$ cat src/pkg/bfpfm_regs.svh
// register offsets, field positions, reset values and counts of the queue port
`ifndef BFPFM_REGS_SVH
`define BFPFM_REGS_SVH
`define BFPFM_DEPTH 7'h40
`define BFPFM_LAST 7'h3f
`define BFPFM_ONE 7'h01
`define BFPFM_NONE 7'h00
`define BFPFM_PTR_ONE 6'h01
`define BFPFM_PTR_RST 6'h00
`define BFPFM_LW 9
`define BFPFM_LANES 4
`define BFPFM_THR_HH 5'h10
`define BFPFM_THR_HL 5'h0c
`define BFPFM_THR_LH 5'h08
`define BFPFM_THR_LL 5'h04
`define BFPFM_ADR_CTRL 4'h0
`define BFPFM_ADR_STAT 4'h4
`define BFPFM_ADR_LEVEL 4'h8
`define BFPFM_CTRL_ODD 0
`define BFPFM_CTRL_GEN_A 1
`define BFPFM_CTRL_GEN_B 2
`define BFPFM_CTRL_RST 3'h0
`define BFPFM_DATA_RST 36'h0
`define BFPFM_WORD_RST 32'h0
`endif

$ cat src/pkg/bfpfm_pkg.sv
// carrier types for the two queue ports
`default_nettype none
package bfpfm_pkg;
  typedef struct packed {
    logic select_n;
    logic xfer_enable;
    logic write_not_read;
    logic box_select;
    logic [35:0] data;
  } bfpfm_pa_in_type;
  typedef struct packed {
    logic select_n;
    logic xfer_enable;
    logic write_not_read;
    logic width_sel_hi;
    logic width_sel_lo;
    logic [35:0] data;
  } bfpfm_pb_in_type;
  typedef struct packed {
    logic [35:0] data;
    logic oe;
    logic empty_n;
    logic full_n;
    logic near_empty_n;
    logic near_full_n;
    logic parity_err_n;
    logic box_flag_n;
  } bfpfm_pa_out_type;
  typedef struct packed {
    logic [35:0] data;
    logic oe;
    logic empty_n;
    logic full_n;
    logic parity_err_n;
    logic box_flag_n;
  } bfpfm_pb_out_type;
endpackage : bfpfm_pkg
`default_nettype wire

$ cat src/design/bfpfm_top.sv
// two-direction queue port control: selects, flags, mailboxes and parity
`timescale 1ns/1ns
`default_nettype none
`include "bfpfm_regs.svh"
module bfpfm_top (
  input wire logic CLK_SYS,
  input wire logic SRST,
  input wire logic PORT_A_CLOCK,
  input wire logic PORT_B_CLOCK,
  input wire bfpfm_pkg::bfpfm_pa_in_type PORT_A_IN,
  input wire bfpfm_pkg::bfpfm_pb_in_type PORT_B_IN,
  input wire logic OFFSET_SELECT_HI,
  input wire logic OFFSET_SELECT_LO,
  output bfpfm_pkg::bfpfm_pa_out_type PORT_A_OUT,
  output bfpfm_pkg::bfpfm_pb_out_type PORT_B_OUT,
  input wire logic CYC_I,
  input wire logic STB_I,
  input wire logic WE_I,
  input wire logic [3:0] ADR_I,
  input wire logic [3:0] SEL_I,
  input wire logic [31:0] DAT_I,
  output logic [31:0] DAT_O,
  output logic ACK_O
);
  bfpfm_pkg::bfpfm_pa_in_type pa_s1_ff, pa_s2_ff;
  bfpfm_pkg::bfpfm_pb_in_type pb_s1_ff, pb_s2_ff;
  logic [2:0] ca_ff, cb_ff;
  logic [1:0] fs_s1_ff, fs_s2_ff;
  logic rst_q_ff;
  logic [4:0] thr_ff;
  logic [2:0] ctrl_ff;
  logic [35:0] mem_ab [0:63];
  logic [35:0] mem_ba [0:63];
  logic [5:0] wp_ab_ff, rp_ab_ff, wp_ba_ff, rp_ba_ff;
  logic [6:0] cnt_ab_ff, cnt_ba_ff;
  logic [35:0] oreg_a_ff, oreg_b_ff, msg_ab_ff, msg_ba_ff;
  logic ea1_ff, ea_ff, eb1_ff, eb_ff, fa1_ff, fa_ff, fb1_ff, fb_ff;
  logic ae1_ff, ae_ff, af1_ff, af_ff;
  logic box1_ff, box2_ff;
  logic [35:0] pa_dout_ff, pb_dout_ff;
  logic pa_oe_ff, pb_oe_ff, perr_a_ff, perr_b_ff;
  logic [31:0] dat_ff;
  logic ack_ff;

  // two flops on every port and offset pin; only the second stage is read below. they run
  // through reset so idle pin levels and the offset code stand at release;
  // cleared stages would fake a selected port and hide the offset code
  always_ff @(posedge CLK_SYS) begin
    pa_s1_ff <= PORT_A_IN;
    pa_s2_ff <= pa_s1_ff;
    pb_s1_ff <= PORT_B_IN;
    pb_s2_ff <= pb_s1_ff;
    fs_s1_ff <= {OFFSET_SELECT_HI, OFFSET_SELECT_LO};
    fs_s2_ff <= fs_s1_ff;
  end

  // port clocks: two sync stages plus one for the edge detector; no reset,
  // since a cleared history would see a false rising edge on a high pin
  always_ff @(posedge CLK_SYS) begin
    ca_ff <= {ca_ff[1:0], PORT_A_CLOCK};
    cb_ff <= {cb_ff[1:0], PORT_B_CLOCK};
  end

  logic a_edge, b_edge, a_xfer, b_xfer, b_box;
  logic a_wr_q, a_box_wr, a_rd, a_box_rd;
  logic b_wr_q, b_box_wr, b_rd, b_box_rd;
  logic odd, gen_a, gen_b, force_a, force_b;
  assign a_edge = ca_ff[1] & ~ca_ff[2];
  assign b_edge = cb_ff[1] & ~cb_ff[2];
  // transfers need select low and enable high on the port edge
  assign a_xfer = a_edge & ~pa_s2_ff.select_n & pa_s2_ff.xfer_enable;
  assign b_xfer = b_edge & ~pb_s2_ff.select_n & pb_s2_ff.xfer_enable;
  assign b_box = pb_s2_ff.width_sel_hi & pb_s2_ff.width_sel_lo;
  // queue accesses gated by the flags, mailbox writes by box flags; mailbox reads are not gated
  assign a_wr_q = a_xfer & pa_s2_ff.write_not_read & ~pa_s2_ff.box_select
                  & fa_ff;
  assign a_box_wr = a_xfer & pa_s2_ff.write_not_read & pa_s2_ff.box_select
                    & box1_ff;
  assign a_rd = a_xfer & ~pa_s2_ff.write_not_read & ~pa_s2_ff.box_select
                & ea_ff;
  assign a_box_rd = a_xfer & ~pa_s2_ff.write_not_read
                    & pa_s2_ff.box_select;
  assign b_wr_q = b_xfer & pb_s2_ff.write_not_read & ~b_box & fb_ff;
  assign b_box_wr = b_xfer & pb_s2_ff.write_not_read & b_box
                    & box2_ff;
  assign b_rd = b_xfer & ~pb_s2_ff.write_not_read & ~b_box & eb_ff;
  assign b_box_rd = b_xfer & ~pb_s2_ff.write_not_read & b_box;
  assign odd = ctrl_ff[`BFPFM_CTRL_ODD];
  assign gen_a = ctrl_ff[`BFPFM_CTRL_GEN_A];
  assign gen_b = ctrl_ff[`BFPFM_CTRL_GEN_B];
  assign force_a = ~pa_s2_ff.write_not_read & pa_s2_ff.box_select & gen_a;
  assign force_b = ~pb_s2_ff.write_not_read & b_box & gen_b;

  // offset code is caught in the first cycle after reset release
  always_ff @(posedge CLK_SYS) begin
    if (SRST) begin
      rst_q_ff <= 1'b1;
      thr_ff <= `BFPFM_THR_LL;
    end else begin
      rst_q_ff <= 1'b0;
      if (rst_q_ff) begin
        unique case (fs_s2_ff)
          2'h3: thr_ff <= `BFPFM_THR_HH;
          2'h2: thr_ff <= `BFPFM_THR_HL;
          2'h1: thr_ff <= `BFPFM_THR_LH;
          2'h0: thr_ff <= `BFPFM_THR_LL;
        endcase
      end
    end
  end

  // queue storage; data words need no reset
  always_ff @(posedge CLK_SYS) begin
    if (a_wr_q) begin
      mem_ab[wp_ab_ff] <= pa_s2_ff.data;
    end
    if (b_wr_q) begin
      mem_ba[wp_ba_ff] <= pb_s2_ff.data;
    end
  end

  // pointers and word counts; both ports may act in one cycle
  always_ff @(posedge CLK_SYS) begin
    if (SRST) begin
      wp_ab_ff <= `BFPFM_PTR_RST;
      rp_ab_ff <= `BFPFM_PTR_RST;
      wp_ba_ff <= `BFPFM_PTR_RST;
      rp_ba_ff <= `BFPFM_PTR_RST;
      cnt_ab_ff <= `BFPFM_NONE;
      cnt_ba_ff <= `BFPFM_NONE;
    end else begin
      if (a_wr_q) wp_ab_ff <= wp_ab_ff + `BFPFM_PTR_ONE;
      if (b_rd) rp_ab_ff <= rp_ab_ff + `BFPFM_PTR_ONE;
      if (b_wr_q) wp_ba_ff <= wp_ba_ff + `BFPFM_PTR_ONE;
      if (a_rd) rp_ba_ff <= rp_ba_ff + `BFPFM_PTR_ONE;
      cnt_ab_ff <= cnt_ab_ff + {6'h0, a_wr_q} - {6'h0, b_rd};
      cnt_ba_ff <= cnt_ba_ff + {6'h0, b_wr_q} - {6'h0, a_rd};
    end
  end

  // port-A flags: two stages on port-A edges; a read or write that
  // empties or fills the queue drops the flag at once, never late
  always_ff @(posedge CLK_SYS) begin
    if (SRST) begin
      {ea1_ff, ea_ff, fa1_ff, fa_ff, ae1_ff, ae_ff} <= 6'h0;
      af1_ff <= 1'b1;
      af_ff <= 1'b1;
    end else if (a_edge) begin
      if (a_rd && cnt_ba_ff == `BFPFM_ONE) begin
        ea1_ff <= 1'b0;
        ea_ff <= 1'b0;
      end else begin
        ea1_ff <= cnt_ba_ff != `BFPFM_NONE;
        ea_ff <= ea1_ff;
      end
      if (a_wr_q && cnt_ab_ff == `BFPFM_LAST) begin
        fa1_ff <= 1'b0;
        fa_ff <= 1'b0;
      end else begin
        fa1_ff <= cnt_ab_ff != `BFPFM_DEPTH;
        fa_ff <= fa1_ff;
      end
      ae1_ff <= cnt_ba_ff > {2'h0, thr_ff};
      ae_ff <= ae1_ff;
      af1_ff <= (`BFPFM_DEPTH - cnt_ab_ff) > {2'h0, thr_ff};
      af_ff <= af1_ff;
    end
  end

  // port-B flags, same scheme on port-B edges
  always_ff @(posedge CLK_SYS) begin
    if (SRST) begin
      {eb1_ff, eb_ff, fb1_ff, fb_ff} <= 4'h0;
    end else if (b_edge) begin
      if (b_rd && cnt_ab_ff == `BFPFM_ONE) begin
        eb1_ff <= 1'b0;
        eb_ff <= 1'b0;
      end else begin
        eb1_ff <= cnt_ab_ff != `BFPFM_NONE;
        eb_ff <= eb1_ff;
      end
      if (b_wr_q && cnt_ba_ff == `BFPFM_LAST) begin
        fb1_ff <= 1'b0;
        fb_ff <= 1'b0;
      end else begin
        fb1_ff <= cnt_ba_ff != `BFPFM_DEPTH;
        fb_ff <= fb1_ff;
      end
    end
  end

  // output registers and mailboxes
  always_ff @(posedge CLK_SYS) begin
    if (SRST) begin
      oreg_a_ff <= `BFPFM_DATA_RST;
      oreg_b_ff <= `BFPFM_DATA_RST;
      msg_ab_ff <= `BFPFM_DATA_RST;
      msg_ba_ff <= `BFPFM_DATA_RST;
    end else begin
      if (a_rd) oreg_a_ff <= mem_ba[rp_ba_ff];
      if (b_rd) oreg_b_ff <= mem_ab[rp_ab_ff];
      if (a_box_wr) msg_ab_ff <= pa_s2_ff.data;
      if (b_box_wr) msg_ba_ff <= pb_s2_ff.data;
    end
  end

  // mail flags: a write marks mail; it wins over a same-cycle read
  always_ff @(posedge CLK_SYS) begin
    if (SRST) begin
      box1_ff <= 1'b1;
      box2_ff <= 1'b1;
    end else begin
      if (a_box_wr) box1_ff <= 1'b0;
      else if (b_box_rd) box1_ff <= 1'b1;
      if (b_box_wr) box2_ff <= 1'b0;
      else if (a_box_rd) box2_ff <= 1'b1;
    end
  end

  // per-lane check and generation; mailbox read shares the generation trees
  logic [35:0] pa_src, pb_src, pa_gd, pb_gd;
  logic [3:0] ok_a, ok_b;
  assign pa_src = pa_s2_ff.box_select ? msg_ba_ff : oreg_a_ff;
  assign pb_src = b_box ? msg_ab_ff : oreg_b_ff;
  for (genvar i = 0; i < `BFPFM_LANES; i++) begin : g_lane
    assign ok_a[i] = (^pa_s2_ff.data[`BFPFM_LW*i +: `BFPFM_LW]) == odd;
    assign ok_b[i] = (^pb_s2_ff.data[`BFPFM_LW*i +: `BFPFM_LW]) == odd;
    assign pa_gd[`BFPFM_LW*i +: `BFPFM_LW] = {gen_a
      ? (^pa_src[`BFPFM_LW*i +: 8]) ^ odd
      : pa_src[`BFPFM_LW*i + 8], pa_src[`BFPFM_LW*i +: 8]};
    assign pb_gd[`BFPFM_LW*i +: `BFPFM_LW] = {gen_b
      ? (^pb_src[`BFPFM_LW*i +: 8]) ^ odd
      : pb_src[`BFPFM_LW*i + 8], pb_src[`BFPFM_LW*i +: 8]};
  end

  // pin drivers registered so every output comes from a flop
  always_ff @(posedge CLK_SYS) begin
    if (SRST) begin
      pa_dout_ff <= `BFPFM_DATA_RST;
      pb_dout_ff <= `BFPFM_DATA_RST;
      pa_oe_ff <= 1'b0;
      pb_oe_ff <= 1'b0;
      perr_a_ff <= 1'b1;
      perr_b_ff <= 1'b1;
    end else begin
      pa_dout_ff <= pa_gd;
      pb_dout_ff <= pb_gd;
      pa_oe_ff <= ~pa_s2_ff.select_n & ~pa_s2_ff.write_not_read;
      pb_oe_ff <= ~pb_s2_ff.select_n & ~pb_s2_ff.write_not_read;
      perr_a_ff <= force_a | (&ok_a);
      perr_b_ff <= force_b | (&ok_b);
    end
  end

  // wishbone slave: one wait cycle, unmapped reads return zero
  always_ff @(posedge CLK_SYS) begin
    if (SRST) begin
      ack_ff <= 1'b0;
      dat_ff <= `BFPFM_WORD_RST;
      ctrl_ff <= `BFPFM_CTRL_RST;
    end else begin
      ack_ff <= CYC_I & STB_I & ~ack_ff;
      if (CYC_I && STB_I && !ack_ff && WE_I && SEL_I[0]
          && ADR_I == `BFPFM_ADR_CTRL) begin
        ctrl_ff <= DAT_I[2:0];
      end
      unique case (ADR_I)
        `BFPFM_ADR_CTRL: dat_ff <= {29'h0, ctrl_ff};
        `BFPFM_ADR_STAT: dat_ff <= {22'h0, box2_ff, box1_ff, perr_b_ff,
          perr_a_ff, af_ff, ae_ff, fb_ff, fa_ff, eb_ff, ea_ff};
        `BFPFM_ADR_LEVEL: dat_ff <= {11'h0, thr_ff, 1'b0, cnt_ba_ff,
          1'b0, cnt_ab_ff};
        default: dat_ff <= `BFPFM_WORD_RST;
      endcase
    end
  end

  assign ACK_O = ack_ff;
  assign DAT_O = dat_ff;
  assign PORT_A_OUT = {pa_dout_ff, pa_oe_ff, ea_ff, fa_ff, ae_ff, af_ff,
    perr_a_ff, box1_ff};
  assign PORT_B_OUT = {pb_dout_ff, pb_oe_ff, eb_ff, fb_ff, perr_b_ff, box2_ff};
endmodule : bfpfm_top
`default_nettype wire

$ cat config.mk
export PLATFORM = sky130hd
export DESIGN_NAME = bfpfm_top
export DESIGN_NICKNAME = d
export VERILOG_FILES = /design/src/pkg/bfpfm_pkg.sv /design/src/design/bfpfm_top.sv
export VERILOG_INCLUDE_DIRS = /design/src /design/src/pkg
export SDC_FILE = /design/constraint.sdc
export NUM_CORES = 2
export LEC_CHECK = 0
export ABC_AREA = 0
export BUFFER_PORTS_ARGS = -buffer_cell sky130_fd_sc_hd__buf_2
export CORE_MARGIN = 2
export CORE_UTILIZATION = 46
export DETAILED_ROUTE_END_ITERATION = 8
export GPL_ROUTABILITY_DRIVEN = 0
export PLACE_DENSITY_LB_ADDON = 0.12
export SYNTH_ARGS = -nofsm -noshare
export SYNTH_HDL_FRONTEND = slang
export SYNTH_MEMORY_MAX_BITS = 65536
export SYNTH_SLANG_ARGS = --single-unit
export TNS_END_PERCENT = 1
$ cat constraint.sdc
create_clock -name CLK_SYS -period 3.3 [get_ports CLK_SYS]
set_input_delay 0.99 -clock CLK_SYS [delete_from_list [all_inputs] [get_ports CLK_SYS]]
set_output_delay 0.99 -clock CLK_SYS [all_outputs]
set_load 0.03 [all_outputs]
======== After elaboration in Yosys (flattened, before gate mapping) ========
Memory sizes are Yosys's and may differ from the RTL's. A register that Yosys moved wholly into a read port is not among the register bits.
Index checks and enable logic that the tools add are counted.
word-level totals
  bits in registers ....................... 414
  bits in writable memories ............... 4608
  input port bits ......................... 130
  output and inout bits ................... 117
  word-level logic and storage cells ...... 206
  memories kept ........................... 2
cells by class
  $add $sub $neg .......................... 9
  magnitude comparators ................... 2
  equality and inequality tests ........... 19
  multiplexer cells ....................... 29
  bitwise operators ....................... 52
  reduce and logical (&&, ||, !) cells .... 34
memory list
  name    words  bits a word  read ports  clocked after Yosys merged registers in  wr ports  line             source
  mem_ab  64     36           1           1                                        1         bfpfm_top.sv:32  logic [35:0] mem_ab [0:63];
  mem_ba  64     36           1           1                                        1         bfpfm_top.sv:33  logic [35:0] mem_ba [0:63];
operator list
  kind                                                                   count
  36-bit 2-to-1 mux                                                      2
  9-bit XOR reduction                                                    8
  8-bit XOR reduction                                                    8
  21-bit one-hot mux with 3 select lines                                 1
  1-bit AND                                                              33
  1-bit 2-to-1 mux                                                       25
  6-bit by 1-bit adder with 6-bit output, second input constant          4
  5-bit one-hot mux with 4 select lines                                  1
  7-bit by 1-bit adder with 7-bit output                                 2
  7-bit by 1-bit equality test with 1-bit output, second input constant  2
  7-bit by 6-bit equality test with 1-bit output, second input constant  2
  7-bit by 5-bit > comparator with 1-bit output                          2
  7-bit inequality test, second input constant                           2
  7-bit nonzero test                                                     2
  7-bit by 1-bit subtractor with 7-bit output                            2
  1-bit logical AND                                                      9
  1-bit NOT                                                              9
  1-bit equality test                                                    8
  4-bit AND reduction                                                    2
  1-bit bitwise XOR                                                      8
  7-bit subtractor, first input constant                                 1
  2-bit equality test, second input constant                             2
  4-bit by 3-bit equality test with 1-bit output, second input constant  1
  4-bit equality test, second input constant                             1
  6 further kinds                                                        8

======== Depth between registers and ports, before layout ========
  depth in word-level cells ............... 9
  depth in mapped cells ................... 16
  gate-level depth less buffers ........... 14

======== Worst setup path after synthesis ========
No wires, ideal clock.
  path type ............................... register -> register
  start point ............................. reg ca_ff[2]
  end point ............................... mem mem_ab[43][0] (enable)
  library setup time ...................... 0.429 ns
  data arrival time ....................... 3.171 ns
  data required time ...................... 2.871 ns
  setup slack ............................. -0.300 ns
  stages on the path, launching flop included .. 8
  buffers on the path ..................... 1
  period minus slack after synthesis ...... 3.600 ns
  cell sequence ........................... dfxtp_1 and4bb_2 and4b_1 clkbuf_1 inv_1 nor2_1 nand3_1 nor2_1
on the way
  longest elaborated chain between the ends .. 9
RTL lines
  what                                    line              source
  start, declared                         bfpfm_top.sv:27   logic [2:0] ca_ff, cb_ff;
  start signal, assigned                  bfpfm_top.sv:60   ca_ff <= {ca_ff[1:0], PORT_A_CLOCK};
  1-bit NOT                               bfpfm_top.sv:68   assign a_edge = ca_ff[1] & ~ca_ff[2];
  1-bit AND                               bfpfm_top.sv:68
  1-bit AND (2 in a row)                  bfpfm_top.sv:71   assign a_xfer = a_edge & ~pa_s2_ff.select_n & pa_s2_ff.xfer_enable;
  1-bit AND (2 in a row)                  bfpfm_top.sv:75   assign a_wr_q = a_xfer & pa_s2_ff.write_not_read & ~pa_s2_ff.box_select
  1-bit AND                               bfpfm_top.sv:76   & fa_ff;
  1-bit 2-to-1 mux                        bfpfm_top.sv:114  if (a_wr_q) begin
  1-bit 2-to-1 mux (not written as such)  bfpfm_top.sv:115  mem_ab[wp_ab_ff] <= pa_s2_ff.data;
  end, declared                           bfpfm_top.sv:32
No other way between the ends.

======== Final worst setup path ========
  start point ............................. reg pa_s2_ff[36] in the netlist's numbering
  end point ............................... reg pa_dout_ff[26]
on the way
  longest elaborated chain between the ends .. 4
RTL lines
  what                    line              source
  start, declared         bfpfm_top.sv:25   bfpfm_pkg::bfpfm_pa_in_type pa_s1_ff, pa_s2_ff;
  start signal, assigned  bfpfm_top.sv:50   pa_s2_ff <= pa_s1_ff;
  36-bit 2-to-1 mux (*)   bfpfm_top.sv:223  assign pa_src = pa_s2_ff.box_select ? msg_ba_ff : oreg_a_ff;
  8-bit XOR reduction     bfpfm_top.sv:229  ? (^pa_src[`BFPFM_LW*i +: 8]) ^ odd
  1-bit bitwise XOR       bfpfm_top.sv:229
  1-bit 2-to-1 mux (*)    bfpfm_top.sv:228  assign pa_gd[`BFPFM_LW*i +: `BFPFM_LW] = {gen_a
  end signal, assigned    bfpfm_top.sv:239  pa_dout_ff <= `BFPFM_DATA_RST;
  end signal, assigned    bfpfm_top.sv:246  pa_dout_ff <= pa_gd;
  end, declared           bfpfm_top.sv:40   logic [35:0] pa_dout_ff, pb_dout_ff;
Every way passes the cells marked *; elsewhere a longest branch is shown, timed or not.
A chain may end at the register's enable or synchronous reset.

==> qor.yml <==
outcome: "finished, final reports clean"
startpoint_type: "register"
area_growth_pct: 16.7
rr_worst_depth: 7
io_pins: 247
grt_pass1_wl_um: 776000
postRouteAntennaNets: 0
setup_viol: 0
cpMaxStageDelayCell: "buf_4"
seq_area_mm2: 0.148
timing.fmax_ghz: 0.316
wl_per_cell_um: 34.7
track_usage_pct: 26.1
synth_edf_count: 4608
antenna_found_initial: 18
worstSetupPathType: "register to register"
first_global_vias: 98800
grt.overflow.total: 0
fp.dieH_um: 651
final_util_pct: 53.9
reg2reg_to: "pa_dout_ff[26]"
ir_drop_mv: 0.693
yosys.area.top_type: "edfxtp_1"
post-route-min-period_ps: 3160
wirelength_um: 557000
drv_slew: 0
async_reset_ff_share_pct: 0
worstMarginPinSlew_ps: 1170
crit_family: "buffers and inverters"
min_to: "ca_ff[0]"
start_util_pct: 46.2
clock_path_buffers: 4
netlist.area_leader.share_pct: 71.8
synth.distinct_cells: 71
worstPathArrival_ps: 4050
hold_depth: 1
multi_input_area_mm2: 0.0429
post-cts-setup-buffer-count: 0
synth_area_mm2: 0.193
syn_inst: 9133
dp_hpwl_um: 329000
cts_max_level: 6
die_area_mm2: 0.424
drv_cap: 0
power_leakage_uw: 0.0699
synthTopCellsByArea: "edfxtp_1 (72%), mux4_2 (14%), dfxtp_1 (4.9%), mux2i_1 (2.0%), nand2_1 (0.76%)"
fillers: 32100
yosys_warnings: 0
min_from: "PORT_A_CLOCK"
cts-root-buf: "clkbuf_16"
end_kind: "register"
required_ps: 4180
min_path_type: "input pin to register"
cts.clk_slew.worst_paths_ps: 60
avgSynthCellArea_um2: 21.1
cts_buffers: 538
crit_fanout: 31
crit_path_max_incr_delay_ps: 550
core_area_mm2: 0.417
r2r-start: "pa_s2_ff[36]"
drt_iter0_drc: 11000
mostFrequentLayoutCell: "edfxtp_1"
via_count: 96900
drive_gt1_share_pct: 29.5
drc_errors: 0
ys_seq_area_share_pct: 76.7
relSlewSlack_pct: 21.9
worstSkewPairLatency_ps: 1030
final_cell_mix: "edfxtp_1 (4608), mux4_2 (1169), clkbuf_16 (561)"
path_common_cell: "buf_4"
rows: 237
timing_hold_violations_final: 0
fin_skew_ps: 32.3
fin_nets: 10300
grt_max_degree: 84
port_buffers: 200
clock_sinks: 5078
chipWidth_um: 651
reg2reg_slack_ps: 140
p_per_area_mw_per_mm2: 586
post-route-period-util_pct: 95.9
synth_ff_type: "edfxtp_1"
dr.pass1.iters: 5
cp_cell_sequence: "buf_4, buf_4, mux2i_1, xnor3_1, xnor2_1, a21oi_1, nor2_1"
viasPerCell: 6.03
hold_slack_ps: 81.1
cts_tree: "yes"
crit_buf_inv: 2
synth-seq-cells: 5078
## sequential cells by signal, summed over array words and instances, names as in the netlist, 6 cells and up
signal      count
pb_s1_ff       41
pa_s1_ff       40
msg_ba_ff      36
rp_ba_ff        6
DAT_O          18
cnt_ba_ff       7
pa_dout_ff     36
mem_ab       2304
wp_ba_ff        6
oreg_b_ff      36
pb_dout_ff     36
msg_ab_ff      36
rp_ab_ff        6
oreg_a_ff      36
pb_s2_ff       41
pa_s2_ff       40
cnt_ab_ff       7
mem_ba       2304
wp_ab_ff        6
## where the power goes
group | switching, µW | internal [µW] | total, µW
sequential | 225 | 70200 | 70400
clock | 24700 | 34500 | 59200
combinational | 1520 | 447 | 1970
## synthesized netlist by cell type (16+ instances only)
cell       instances
nand4_1           26
a211oi_1          79
buf_2            149
or3_1             16
a21oi_1          213
o221ai_1          39
and2_1            26
nor2_1           314
a221oi_1          27
inv_1             38
xnor2_1          115
mux4_2          1169
a211o_1           16
nand3_1           45
nand2_1          390
xor2_1            59
o2111ai_1         17
a31oi_1           29
buf_4             93
a22oi_1           85
edfxtp_1        4608
o211ai_1          34
o22ai_1           47
buf_1             55
o21ai_0           37
dfxtp_1          470
a2111oi_0         20
o21ai_1           23
nor3_1            24
ha_1              39
buf_6             34
nand3b_1          20
mux2_2            35
nor2b_1           42
mux2i_1          379
clkbuf_1         193
## worst max-delay path by stage
stage / startpoint / end / slack [ps] / cells after the start
after detailed placement: pa_s2_ff[36] / pa_dout_ff[26] / 220 / 7
after global routing: pb_s2_ff[39] / cnt_ba_ff[6] / -60 / 14
after CTS: pb_s2_ff[39] / cnt_ba_ff[6] / 160 / 14
final: pa_s2_ff[36] / pa_dout_ff[26] / 140 / 7
after global placement: pb_s2_ff[39] / cnt_ba_ff[6] / -9 / 14
after floorplan: ca_ff[2] / mem_ab[43][0] / -300 / 7
## routing by layer
metal,global-route usage [%],routed length (µm)
met1,34.4,220000
met2,45.0,284000
met3,3.18,31300
met4,9.01,21500
met5,0,10
## logic make-up after synthesis
logic type	count (synthesis)	synth area share (%)
AO/OA/AOI/OAI	731	2.56
XOR/XNOR	184	0.908
adder cells (fa/ha/maj)	41	0.274
buffers and inverters	574	1.59
flip-flops	5078	76.7
multiplexers	1583	15.8
other	1	0.00195
AND/OR/NAND/NOR	941	2.13
## metrics by stage
step	std cells	setup TNS [ps]	area (µm²)	total power, µW	setup WS (ps)
6_report	16100	0	225000	132000	135
5_1_grt	16100	-55.8	225000	135000	-55.8
3_3_place_gp	15000	-8.92	207000	73600	-8.92
2_1_floorplan	9146	-753600	193000	72600	-300
3_5_place_dp	15000	0	207000	73700	218
4_1_cts	16100	0	225000	133000	161
## worst reg2reg max path, cell delays in order (launching register included)
cell and delay [ps]:
dfxtp_4 350, buf_4 490, buf_4 690, mux2i_1 340, xnor3_1 510, xnor2_1 150, a21oi_1 390, nor2_1 110
## area by class of cell
type                    instances  share of cell area [%]
flip-flops and latches       5078                    65.8
multi-input cells            3494                    19.1
clock buffers                 721                    6.65
inverters                      40                  0.0668
clock inverters               252                    1.01
diodes                         13                  0.0145
repair buffers                971                    4.32
well taps                    5497                    3.06
## timing repair
item,CTS,global route
resized for setup,0,1
hold buffers,68,0
setup endpoints to repair,0,1
hold endpoints to repair,68,0
(Power assumes the default switching activity.)
